File: src/common/qss_pkg.sv
// Purpose: Shared constants for the quad switch status and defaults block
// Assumes: One 25 MHz clock, synchronous active-low reset
// Notes:   Selector codes and reset defaults live here only
package qss_pkg;

  // ---------------------------------------------------------------
  // Widths
  // ---------------------------------------------------------------
  localparam int unsigned CH_N     = 4;
  localparam int unsigned SEL_W    = 5;
  localparam int unsigned OCLO_W   = 3;
  localparam int unsigned BLANK_W  = 2;
  localparam int unsigned WDP_W    = 2;
  localparam int unsigned WDCNT_W  = 24;

  // ---------------------------------------------------------------
  // Readback select codes
  // ---------------------------------------------------------------
  localparam logic [SEL_W-1:0] SEL_PINS_FS  = 5'h06;
  localparam logic [SEL_W-1:0] SEL_PINS_IN  = 5'h0E;
  localparam logic [SEL_W-1:0] SEL_OT_LATCH = 5'h0F;
  localparam logic [SEL_W-1:0] SEL_RST      = 5'h00;

  // ---------------------------------------------------------------
  // Reset defaults
  // ---------------------------------------------------------------
  localparam logic [OCLO_W-1:0]  OCLO_RST   = 3'h0;
  localparam logic               OCHI_RST   = 1'h0;
  localparam logic [BLANK_W-1:0] BLANK_RST  = 2'h0;
  localparam logic [WDP_W-1:0]   WDP_RST    = 2'h0;
  localparam logic               PROT_DIS_RST = 1'h0;
  localparam logic               CSNS_EN_RST  = 1'h0;
  localparam logic               CSNS_HI_RST  = 1'h0;
  localparam logic               FAST_SR_RST  = 1'h0;
  localparam logic [CH_N-1:0]    OT_LATCH_RST = 4'hF;

  // ---------------------------------------------------------------
  // Watchdog timing (clock 25 MHz)
  // ---------------------------------------------------------------
  localparam int unsigned CLK_KHZ      = 25000;
  localparam int unsigned WD_PERIOD0_MS = 10;
  localparam int unsigned WD_PERIOD0_CYC = WD_PERIOD0_MS * CLK_KHZ;

endpackage

File: src/rtl/qss_switch_status.sv
// Purpose: Readback selection, host-less control, fault pin and config defaults
// Assumes: SPI framing and decoding done outside; strobes are one-cycle pulses
// Notes:   Unmapped readback codes return zero in the low nibble
`timescale 1ns/1ns
`default_nettype none
module qss_switch_status
  import qss_pkg::*;
#(
  parameter int unsigned WD_PERIOD0 = WD_PERIOD0_CYC,
  parameter int unsigned WD_PERIOD1 = 2 * WD_PERIOD0_CYC,
  parameter int unsigned WD_PERIOD2 = 4 * WD_PERIOD0_CYC,
  parameter int unsigned WD_PERIOD3 = 8 * WD_PERIOD0_CYC
) (
  // Clock and reset
  input  wire logic                clk,
  input  wire logic                rstn,
  // Decoded SPI commands
  input  wire logic                spi_frame,
  input  wire logic                sel_wr,
  input  wire logic [SEL_W-1:0]    sel_code,
  input  wire logic                out_wr,
  input  wire logic [CH_N-1:0]     out_on,
  input  wire logic                prot_wr,
  input  wire logic                ov_dis,
  input  wire logic                uv_dis,
  input  wire logic [1:0]          ot_latch_lo,
  input  wire logic                oc_wr,
  input  wire logic [OCLO_W-1:0]   oc_low_sel,
  input  wire logic                oc_high_sel,
  input  wire logic [BLANK_W-1:0]  blank_sel,
  input  wire logic                oc_dis,
  input  wire logic                wd_wr,
  input  wire logic [WDP_W-1:0]    wd_period_sel,
  input  wire logic [1:0]          ot_latch_hi,
  input  wire logic                misc_wr,
  input  wire logic                csns_en,
  input  wire logic                csns_ratio_high,
  input  wire logic                fast_slew,
  // Device pins
  input  wire logic [CH_N-1:0]     direct_input_pins,
  input  wire logic                failsafe_config_input,
  input  wire logic                failsafe_hs2,
  input  wire logic                failsafe_hs0,
  input  wire logic                wake_pin,
  // Detected fault conditions
  input  wire logic [CH_N-1:0]     ot_det,
  input  wire logic [CH_N-1:0]     oc_det,
  input  wire logic [CH_N-1:0]     load_fault_det,
  input  wire logic                ov_det,
  input  wire logic                uv_det,
  // Switch outputs and fault pin
  output logic [CH_N-1:0]          switch_outputs,
  output logic                     fault_status_pin_n,
  // Status readback
  output logic [SEL_W-1:0]         readback_select_code,
  output logic [3:0]               readback_low_nibble,
  output logic                     watchdog_expired_flag,
  // Active configuration
  output logic                     spi_mode,
  output logic                     ov_prot_en,
  output logic                     uv_prot_en,
  output logic                     oc_prot_en,
  output logic [OCLO_W-1:0]        oc_low_level,
  output logic                     oc_high_level,
  output logic [BLANK_W-1:0]       blank_time,
  output logic [WDP_W-1:0]         wd_period,
  output logic                     csns_enable,
  output logic                     csns_ratio,
  output logic                     fast_slew_mode
);

  typedef struct packed {
    logic                spi;
    logic [SEL_W-1:0]    sel;
    logic [3:0]          nib;
    logic [CH_N-1:0]     spi_on;
    logic                ov_dis;
    logic                uv_dis;
    logic                oc_dis;
    logic [CH_N-1:0]     ot_latch;
    logic [CH_N-1:0]     ot_hold;
    logic [OCLO_W-1:0]   oclo;
    logic                ochi;
    logic [BLANK_W-1:0]  blank;
    logic [WDP_W-1:0]    wdp;
    logic                csns;
    logic                csns_hi;
    logic                fast;
    logic [WDCNT_W-1:0]  wd_cnt;
    logic                expired;
    logic [CH_N-1:0]     outs;
    logic                fs_n;
  } qss_state_t;

  qss_state_t st_q;
  qss_state_t st_d;

  logic                wd_en;
  logic [WDCNT_W-1:0]  wd_limit;
  logic [CH_N-1:0]     cmd_on;
  logic [CH_N-1:0]     trip;
  logic                any_cfg;

  // ---------------------------------------------------------------
  // Watchdog limit
  // ---------------------------------------------------------------
  // period select
  always_comb begin
    case (st_q.wdp)
      2'h0:    wd_limit = WDCNT_W'(WD_PERIOD0);
      2'h1:    wd_limit = WDCNT_W'(WD_PERIOD1);
      2'h2:    wd_limit = WDCNT_W'(WD_PERIOD2);
      2'h3:    wd_limit = WDCNT_W'(WD_PERIOD3);
      default: wd_limit = WDCNT_W'(WD_PERIOD0);
    endcase
  end

  assign wd_en   = failsafe_config_input;
  assign any_cfg = out_wr | prot_wr | oc_wr | wd_wr | misc_wr | sel_wr;

  // ---------------------------------------------------------------
  // Next state
  // ---------------------------------------------------------------
  always_comb begin
    st_d = st_q;
    if (any_cfg) begin
      st_d.spi = 1'b1;
    end
    if (sel_wr) begin
      st_d.sel = sel_code;
    end
    if (out_wr) begin
      st_d.spi_on = out_on;
    end
    if (prot_wr) begin
      st_d.ov_dis          = ov_dis;
      st_d.uv_dis          = uv_dis;
      st_d.ot_latch[1:0]   = ot_latch_lo;
    end
    if (oc_wr) begin
      st_d.oclo   = oc_low_sel;
      st_d.ochi   = oc_high_sel;
      st_d.blank  = blank_sel;
      st_d.oc_dis = oc_dis;
    end
    if (wd_wr) begin
      st_d.wdp           = wd_period_sel;
      st_d.ot_latch[3:2] = ot_latch_hi;
    end
    if (misc_wr) begin
      st_d.csns    = csns_en;
      st_d.csns_hi = csns_ratio_high;
      st_d.fast    = fast_slew;
    end

    if (!wd_en || spi_frame) begin
      st_d.wd_cnt = '0;
    end else if (!st_q.expired) begin
      if (st_q.wd_cnt >= wd_limit - 1'b1) begin
        st_d.expired = 1'b1;
      end else begin
        st_d.wd_cnt = st_q.wd_cnt + 1'b1;
      end
    end

    // direct inputs control until watchdog expiry; SPI adds once used
    cmd_on = direct_input_pins | (st_q.spi ? st_q.spi_on : '0);
    if (st_q.expired) begin
      cmd_on = {1'b0, failsafe_hs2, 1'b0, failsafe_hs0};
    end

    // latched overtemperature cleared by off command, set wins
    st_d.ot_hold = (st_q.ot_hold & cmd_on) | (ot_det & st_q.ot_latch);
    trip = ot_det | st_d.ot_hold
         | (st_q.oc_dis ? '0 : oc_det)
         | ((ov_det && !st_q.ov_dis) ? '1 : '0)
         | ((uv_det && !st_q.uv_dis) ? '1 : '0);
    st_d.outs = cmd_on & ~trip;

    // fault pin low on any trip or load fault
    st_d.fs_n = ~(|(trip | load_fault_det));

    case (st_q.sel)
      SEL_PINS_FS:  st_d.nib = {failsafe_hs2, failsafe_hs0, wd_en, wake_pin};
      SEL_PINS_IN:  st_d.nib = direct_input_pins;
      SEL_OT_LATCH: st_d.nib = {st_q.ot_latch[3:2], 2'b00};
      default:      st_d.nib = 4'h0;
    endcase
  end

  // ---------------------------------------------------------------
  // State register
  // ---------------------------------------------------------------
  always_ff @(posedge clk) begin
    if (!rstn) begin
      // protections on, sense off, slow slew; first settings
      st_q.spi      <= 1'b0;
      st_q.sel      <= SEL_RST;
      st_q.nib      <= 4'h0;
      st_q.spi_on   <= '0;
      st_q.ov_dis   <= PROT_DIS_RST;
      st_q.uv_dis   <= PROT_DIS_RST;
      st_q.oc_dis   <= PROT_DIS_RST;
      st_q.ot_latch <= OT_LATCH_RST;
      st_q.ot_hold  <= '0;
      st_q.oclo     <= OCLO_RST;
      st_q.ochi     <= OCHI_RST;
      st_q.blank    <= BLANK_RST;
      st_q.wdp      <= WDP_RST;
      st_q.csns     <= CSNS_EN_RST;
      st_q.csns_hi  <= CSNS_HI_RST;
      st_q.fast     <= FAST_SR_RST;
      st_q.wd_cnt   <= '0;
      st_q.expired  <= 1'b0;
      st_q.outs     <= '0;
      st_q.fs_n     <= 1'b1;
    end else begin
      st_q <= st_d;
    end
  end

  // ---------------------------------------------------------------
  // Outputs
  // ---------------------------------------------------------------
  assign switch_outputs        = st_q.outs;
  assign fault_status_pin_n    = st_q.fs_n;
  assign readback_select_code  = st_q.sel;
  assign readback_low_nibble   = st_q.nib;
  assign watchdog_expired_flag = st_q.expired;
  assign spi_mode              = st_q.spi;
  assign ov_prot_en            = ~st_q.ov_dis;
  assign uv_prot_en            = ~st_q.uv_dis;
  assign oc_prot_en            = ~st_q.oc_dis;
  assign oc_low_level          = st_q.oclo;
  assign oc_high_level         = st_q.ochi;
  assign blank_time            = st_q.blank;
  assign wd_period             = st_q.wdp;
  assign csns_enable           = st_q.csns & st_q.spi;
  assign csns_ratio            = st_q.csns_hi;
  assign fast_slew_mode        = st_q.fast;

endmodule
`default_nettype wire

File: config.mk
export PLATFORM = sky130hd
export DESIGN_NAME = qss_switch_status
export DESIGN_NICKNAME = d
export VERILOG_FILES = /design/src/common/qss_pkg.sv /design/src/rtl/qss_switch_status.sv
export SDC_FILE = /design/constraint.sdc
export NUM_CORES = 1
export LEC_CHECK = 0
export ABC_AREA = 0
export BUFFER_PORTS_ARGS = -buffer_cell sky130_fd_sc_hd__buf_2
export CORE_UTILIZATION = 50
export DETAILED_ROUTE_END_ITERATION = 7
export GPL_ROUTABILITY_DRIVEN = 0
export HOLD_SLACK_MARGIN = 0.08
export PLACE_DENSITY = 0.86
export SLEW_MARGIN = 20
export SYNTH_ARGS = -nofsm -noshare
export SYNTH_HDL_FRONTEND = slang
export SYNTH_SLANG_ARGS = --single-unit
File: constraint.sdc
create_clock -name clk -period 7.6 [get_ports clk]
set_input_delay 0.76 -clock clk [delete_from_list [all_inputs] [get_ports clk]]
set_output_delay 0.76 -clock clk [all_outputs]
set_load 0.01 [all_outputs]
Word level (Yosys, flattened, before mapping)
Cells that the tools add are included.
- register bits after elaboration: 66
- input port bits: 58
- add/sub/neg operators: 2
- magnitude comparators: 1
- equal/unequal tests: 6
- mux-type cells: 9
- bitwise gates (word level): 24
- reductions and logical operators: 10
- operators with widths (cell ; number):
    case mux 24 bit (4 select lines) ; 1
    bitwise OR 4 bit ; 7
    adder 24 x 1 -> 24 bit, second input constant ; 1
    >= comparator 24 bit ; 1
    subtractor 24 x 1 -> 24 bit, second input constant ; 1
    2-to-1 mux 4 bit ; 5
    AND 4 bit ; 3
    case mux 4 bit (3 select lines) ; 1
    equality test 5 x 4 -> 1 bit, second input constant ; 2
    inverter 1 bit ; 7
    equality test 5 x 3 -> 1 bit, second input constant ; 1
    bitwise OR 1 bit ; 5
    equality test 2 bit, second input constant ; 2
    inverter 4 bit ; 1
    OR reduction 4 bit ; 1
    logical NOT 1 bit ; 3
    equality test 2 x 1 -> 1 bit, second input constant ; 1
    logical AND 1 bit ; 2
    logical NOT 2 bit ; 1
    2-to-1 mux 1 bit ; 2
    AND reduction 2 bit ; 1
    OR reduction 2 bit ; 1
    AND 1 bit ; 1
    logical OR 1 bit ; 1

Depth between registers and ports, before layout
Gate-level depths: netlist of the first run.
- word-level depth: 12
- gate-level depth with buffers: 13

Worst setup path before layout of the first run
OpenSTA, ideal clock, no wires.
- kind: register to register
- start: reg st_q (netlist bit wd_period[0])
- end: reg st_q[16] in the netlist's numbering
- data arrival time: 3.056 ns
- data required time: 7.528 ns
- path slack: 4.472 ns
- cell stages (with the launch flop): 12
- path buffers: 1
- period minus slack after synthesis: 3.128 ns
- path through: dfxtp_1 -> inv_1 -> ha_1 -> or2_2 -> ha_1 -> a2111o_1 -> a41o_1 -> a211oi_2 -> o211ai_2 -> buf_6 -> or3_1 -> a21oi_1
- word-level cells in the longest chain between the ends: 6
- elaborated cells between the ends (all ways): 9
- those cells by class: add/sub (1); order compare (1); eq/ne (3); mux (1); bitwise (1); reduce/logical (2)
- RTL lines (item ; line ; text):
    start, declared ; qss_switch_status.sv:95 ; qss_state_t st_q;
    start signal, assigned ; qss_switch_status.sv:218 ; st_q <= st_d;
    equality test 2 bit, or another cell as far along ; qss_switch_status.sv:109 ; case (st_q.wdp)
    case mux 24 bit (4 select lines) (*) ; qss_switch_status.sv:109 ;
    subtractor 24 x 1 -> 24 bit (*) ; qss_switch_status.sv:159 ; if (st_q.wd_cnt >= wd_limit - 1'b1) begin
    >= comparator 24 bit (*) ; qss_switch_status.sv:159 ;
    inverter 1 bit (no line) (*) ; -- ;
    AND reduction 2 bit (no line) (*) ; -- ;
Every way passes the cells marked *; elsewhere a longest branch is shown, timed or not. The select of a mux whose other input is x is not followed.
A chain may end at the register's enable or synchronous reset.

Final worst setup path of the first run
- start: reg st_q (netlist bit wd_period[0])
- end: reg st_q[23] in the netlist's numbering
The elaborated chain is that of the path after synthesis.

==> results of run 1 <==
==> power breakdown <==
group          internal, uW  switching (uW)  leakage, uW  total (uW)
clock                   169             128    0.0000986         297
combinational          36.0            37.8      0.00112        73.8
sequential              357            8.60     0.000539         366
==> Yosys cell counts, drive strengths merged, types with 4 or more instances <==
master   count
ha          26
and3         6
nand3        7
dfxtp       66
or4          6
o211ai       4
o21ai       18
nand2       23
nor3         7
nor2b       26
nand4        5
nor2        16
or3         10
xor2         5
inv         13
buf         23
clkbuf      11
and2         4
a21oi       27
mux2i       32
o2111ai      4
==> layer usage <==
| metal | vias to the layer above | GRT usage (%) | wire, um |
|---|---|---|---|
| li1 | 1434 | - | - |
| met1 | 1358 | 26.5 | 3230 |
| met2 | 102 | 38.2 | 3820 |
| met3 | 17 | 5.74 | 427 |
| met4 | 0 | 9.24 | 179 |
| met5 | - | 0 | 0 |
==> sequential cells by signal, indices dropped and copies added, names as in the netlist, 2 cells and up <==
signal	flops
switch_outputs	4
st_q	40
blank_time	2
wd_period	2
readback_select_code	5
readback_low_nibble	4
oc_low_level	3
==> layout make-up <==
cell class,count,share of cell area (%)
clock buffer,12,3.92
sequential,66,33.4
tap,77,2.43
inverter,13,1.23
clock inverter,4,1.26
timing repair buffer,87,11.0
multi-input combinational,258,46.8
==> how the worst max path moves through the flow <==
stage                  from  endpoint  slack (ns)
3_5_place_dp   wd_period[0]  st_q[23]        4.06
3_3_place_gp   wd_period[0]  st_q[22]        4.20
6_report       wd_period[0]  st_q[23]        4.03
2_1_floorplan  wd_period[0]  st_q[16]        4.47
5_1_grt        wd_period[0]  st_q[19]        3.81
4_1_cts        wd_period[0]  st_q[23]        4.04
==> critical path: stages (launching register included) <==
cell and delay (ns):
dfxtp_1 0.48, inv_1 0.16, ha_1 0.26, or2_2 0.28
ha_1 0.29, a2111o_1 0.36, a41o_1 0.21, a211oi_2 0.51
o211ai_2 0.29, or4_1 0.48, a21oi_1 0.16
==> kinds of logic (layout without fill, tap and decap cells) <==
group / count (synthesis) / count (layout) / synth area share, %
other: 1 / 1 / 0.109
buffers and inverters: 47 / 116 / 7.95
XOR/XNOR: 6 / 6 / 1.53
adder cells (fa/ha/maj): 26 / 26 / 9.44
multiplexers: 32 / 32 / 9.30
AND/OR/NAND/NOR: 119 / 119 / 18.8
flip-flops: 66 / 66 / 38.3
AO/OA/AOI/OAI: 74 / 74 / 14.5
==> through the flow <==
stage                     power (uW)  util (%)  hold WS, ns  setup WS (ns)
after floorplan                  420         -        0.441           4.47
after global placement           444      57.8        0.459           4.20
after detailed placement         447      57.8        0.468           4.06
after CTS                        741      60.9        0.489           4.04
after global routing             773      60.9        0.513           3.81
final                            737      60.9        0.490           4.03
==> metrics.txt, run 1 <==
final setup skew 0.00802 ns; Crit Path Category flop to flop; Worst Hold Launch st_q[45]; H-tree levels 3; TritonCTS clock tree done; status complete, no violations; Routed WL 7660 um; Skew-Pair Late Insertion Delay 0.33 ns; largest fanout on the critical path 12; Post-CTS Setup Repair Bufs 0; # DRC 0; Syn Area/Cell 9.29 sq um; largest net degree at the start of global routing 43; number of global-route vias before repair 2769; Detailed Routing Iterations Pass 1 6; RSZ-0062 raised after global routing false; number of clock sinks 66; Power Density 186 nW/um^2; CP Capture Type flop; CTS-repair resized insts 0; Clock Path Buffers 2; top post-synthesis cells by area dfxtp_1, ha_1, mux2i_1; ys async rst share 0%; placed insts 501; Setup-failing EPs final 0; register-to-register setup slack 4.03 ns; Mapped Nets 455; Synth cell types 46; Max-Cap Viols 0; first-pass GRT wire length 12700 um; root buf cell clkbuf_8; share of layout cells above drive strength 1 24.5%; yosys warns 0; nets 519; fin area 3960 sq um; Critical R2R Capture st_q[23]; CTS buffer count 9; register area 1320 sq um; GRT overflow 0; flop and latch count out of synthesis 66; Max Transition Viols Final 0; required time worst endpoint 7.85 ns; startpoint types flop; Hold Vio Cnt, Final 0; Post-synth EDFFs 0; die outline area 7230 sq um; Max-slew headroom 50.7%; Max Clk Rate 0.280 GHz; DRT iter0 DRCs 212; Worst VDD drop 0.163 mV; largest area contributor in the netlist dfxtp_1; most frequent cells in the layout buf_2, dfxtp_1, mux2i_1, a21oi_1; Hold Buf Count CTS 0; post-route minimum period 3.57 ns; die width 85.0 um; Mapped Area 3450 sq um; I/O Buffers 87; ys flop type dfxtp_1; Starting Density 53.1%; FF-to-FF path depth 10; R2R Path Start wd_period[0]; hpwl dp 5860 um; row count 29; I/O pin total 88; Post-DRT Antenna Nets 0; Area Growth Syn to Fin 14.9%; hold path depth 2; Hold EP st_q[45]; CTS clk-pin slew, worst paths 0.07 ns; setup TNS 0 ns; GRT Total Usage 22.3%; initial antenna violation count 0; sequential-to-total area share from yosys stat 38.3%; Vias/cell 5.63; multi-input logic area 1850 sq um; Worst Hold Class flop to flop; part of the cycle the worst path needs 47.0%; Leak 0.00176 uW; cell count after synthesis 371; area share of the largest cell type after synthesis 38.3%; Core Region 6490 sq um; Cell Area, Placed 3750 sq um; fin cells 517; Antenna Diode Count 0; fillers 534; Arr. time, crit path 3.82 ns; most common cell after layout, fill and taps aside buf_2; post-DR wirelength/cell 14.8 um; Chip Height 85.0 um; vias 2911; Worst Tran Pin Value 0.739 ns
(Power assumes the default switching activity.)
==> inputs of run 2 (changes only) <==
--- a/config.mk
+++ b/config.mk
@@ -5,13 +5,13 @@
 export SDC_FILE = /design/constraint.sdc
 export NUM_CORES = 1
 export LEC_CHECK = 0
-export ABC_AREA = 0
+export ABC_AREA = 1
 export BUFFER_PORTS_ARGS = -buffer_cell sky130_fd_sc_hd__buf_2
 export CORE_UTILIZATION = 50
 export DETAILED_ROUTE_END_ITERATION = 7
 export GPL_ROUTABILITY_DRIVEN = 0
 export HOLD_SLACK_MARGIN = 0.08
-export PLACE_DENSITY = 0.86
+export PLACE_DENSITY = 0.85
 export SLEW_MARGIN = 20
 export SYNTH_ARGS = -nofsm -noshare
 export SYNTH_HDL_FRONTEND = slang
==> constraint.sdc (replaced) <==
create_clock -name clk -period 3.7 [get_ports clk]
set_input_delay 0.37 -clock clk [delete_from_list [all_inputs] [get_ports clk]]
set_output_delay 0.37 -clock clk [all_outputs]
set_load 0.01 [all_outputs]
==> run 2 against run 1 <==
Against the previous run: sequential power grew 110%; critical path type unchanged; core utilization shrank 1.3 points; area after synthesis grew 9.7%; register-to-register slack lost 3.3 ns; clock power grew 130%; cell count grew 40%; combinational power grew 110%; hold slack lost 0.26 ns; via count grew 27%.
==> metrics.txt, run 2 <==
CP Depth 14; CTS buffer count 9; largest net degree at the start of global routing 38; required time worst endpoint 3.89 ns; Worst VDD drop 0.252 mV; fin cells 726; most frequent cells in the layout nand2_1, buf_2, nor2_1, dfxtp_1, inv_1; Synth cell types 33; first-pass GRT wire length 14900 um; CTS-repair resized insts 0; Critical R2R Capture st_q[9]; Crit Path Category flop to flop; worst-path cell with the longest stage delay nand3_2; Setup-failing EPs final 0; Skew-Pair Late Insertion Delay 0.35 ns; status complete, no violations; Max Transition Viols Final 0; Seq pwr share 47.5%; vias 3710; Max-slew headroom 41.4%; fin area 4350 sq um; sequential-to-total area share from yosys stat 35.0%; flop and latch count out of synthesis 66; ys async rst share 0%; Starting Density 51.8%; row count 31; max incr delay on CP 0.52 ns; hpwl dp 6830 um; Sw Pwr 403 uW; post-DR wirelength/cell 12.5 um; Comb pwr share 9.9%; register-to-register setup slack 0.78 ns; worst path cell trace inv_1, ha_1, inv_1, nand2_1, a21oi_1, ha_1, nand2_1, nor2_1, nand2_1, inv_1, nand2_1, nand3_2, nand2_1, a21oi_1; CP Capture Type flop; Vias/cell 5.11; Max Clk Rate 0.342 GHz; I/O Buffers 87; RSZ-0062 raised after global routing false; top post-synthesis cells by area dfxtp_1, nand2_1, ha_1; setup TNS 0 ns; GRT overflow 0; Hold Vio Cnt, Final 0; R2R Path Start wd_period[1]; most common cell in the netlist nand2_1; H-tree levels 3; placed insts 710; yosys warns 0; number of clock sinks 66; area share of the largest cell type after synthesis 35.0%; switch share 25.4%; share of layout cells above drive strength 1 18.8%; Reg with most FFs st_q; I/O pin total 88; CP top delay family simple AND/OR/NAND/NOR gates; initial antenna violation count 0; most common cell after layout, fill and taps aside nand2_1; P_int 1180 uW; Chip Height 88.9 um; Hold Buf Count CTS 0; Core Region 7290 sq um; die outline area 7910 sq um; # DRC 0; final setup skew 0.00926 ns; Antenna Diode Count 0; Arr. time, crit path 3.11 ns; CTS clk-pin slew, worst paths 0.08 ns; Post-DRT Antenna Nets 0; cell count after synthesis 554; Worst Hold Class input port to flop; Post-synth EDFFs 0; most used cell, CP nand2_1; Cell Area, Placed 4130 sq um; top post-synthesis cells by count nand2_1, nor2_1, dfxtp_1; Power Density 365 nW/um^2; Post-CTS Setup Repair Bufs 0; ys flop type dfxtp_1; Syn Area/Cell 6.82 sq um; max FFs per register 40; TritonCTS clock tree done; number of global-route vias before repair 3381; nets 706; Detailed Routing Iterations Pass 1 4; Area Growth Syn to Fin 15.0%; Max-Cap Viols 0; Mapped Nets 638; Clock Path Buffers 2; Mapped Area 3780 sq um; largest area contributor in the netlist dfxtp_1; Worst Tran Pin Value 0.877 ns; clock network power share 42.6%; part of the cycle the worst path needs 78.9%; root buf cell clkbuf_8; largest fanout on the critical path 21; GRT Total Usage 24.5%; DRT iter0 DRCs 189; post-route minimum period 2.92 ns; worst setup path end st_q[9]; CP bufs+invs 3; Routed WL 9050 um; startpoint types flop; start point of the critical path wd_period[1]; Leak 0.00204 uW; FF-to-FF path depth 14; die width 88.9 um
-- run 2: area by class of cell --
class                           count  area, sq um
Fill cell                         704         2950
Multi-Input combinational cell    407         2060
Sequential cell                    66         1320
Timing Repair Buffer               87          435
Inverter                           51          191
Clock buffer                       10          128
Tap cell                           99          124
Clock inverter                      6         90.1
-- run 2: stage by stage --
step                      total power, uW  worst slack [ns]  util [%]  hold WS, ns
final                                1590             0.780      59.6        0.230
after global routing                 1650             0.463      59.6        0.239
after CTS                            1590             0.813      59.6        0.229
after detailed placement              927             0.826      56.6        0.451
after global placement                920             0.991      56.6        0.438
after floorplan                       867              1.54         -        0.429
-- run 2: power by group through the flow --
| stage | Sequential [uW] | Combinational (uW) | Clock (uW) |
|---|---|---|---|
| after global placement | 768 | 152 | 0 |
| after global routing | 757 | 179 | 712 |
| after floorplan | 767 | 99.3 | 0 |
| final | 753 | 158 | 676 |
| after CTS | 753 | 158 | 681 |
| after detailed placement | 769 | 157 | 0 |
-- run 2: kinds of logic (layout without fill, tap and decap cells) --
| logic type | after synthesis | after routing | share of synthesized area [%] |
|---|---|---|---|
| AOI/OAI and AO/OA | 79 | 79 | 11.0 |
| xor gates and xnor gates | 10 | 10 | 2.32 |
| adders and majority gates | 26 | 26 | 8.61 |
| buffers and inverters | 81 | 154 | 10.7 |
| DFF | 66 | 66 | 35.0 |
| other | 1 | 1 | 0.0992 |
| and+or+nand+nor | 291 | 291 | 32.4 |
-- run 2: worst register-to-register path: cells and delay by family (launching register included) --
family,cells,cell delay (ns)
adders and majority gates,2,0.47
buffers and inverters,3,0.25
AOI/OAI and AO/OA,2,0.22
DFF,1,0.42
and+or+nand+nor,7,1.42
-- run 2: worst min path at each step --
stage	slack (ns)	startpoint	cells past startpoint	endpoint
2_1_floorplan	0.43	st_q[45]	2	st_q[45]
3_3_place_gp	0.44	st_q[45]	2	st_q[45]
3_5_place_dp	0.45	st_q[46]	2	st_q[42]
4_1_cts	0.23	ot_latch_lo[1]	3	st_q[46]
5_1_grt	0.24	ot_latch_lo[1]	3	st_q[46]
6_report	0.23	ot_latch_lo[1]	3	st_q[46]
-- run 2: layer usage --
layer / global-route usage (%) / wire length [um] / vias up
met5: 0 / 0 / -
met4: 12.7 / 283 / 0
met3: 5.82 / 671 / 30
met2: 41.5 / 4240 / 143
met1: 29.1 / 3850 / 1651
li1: - / - / 1886
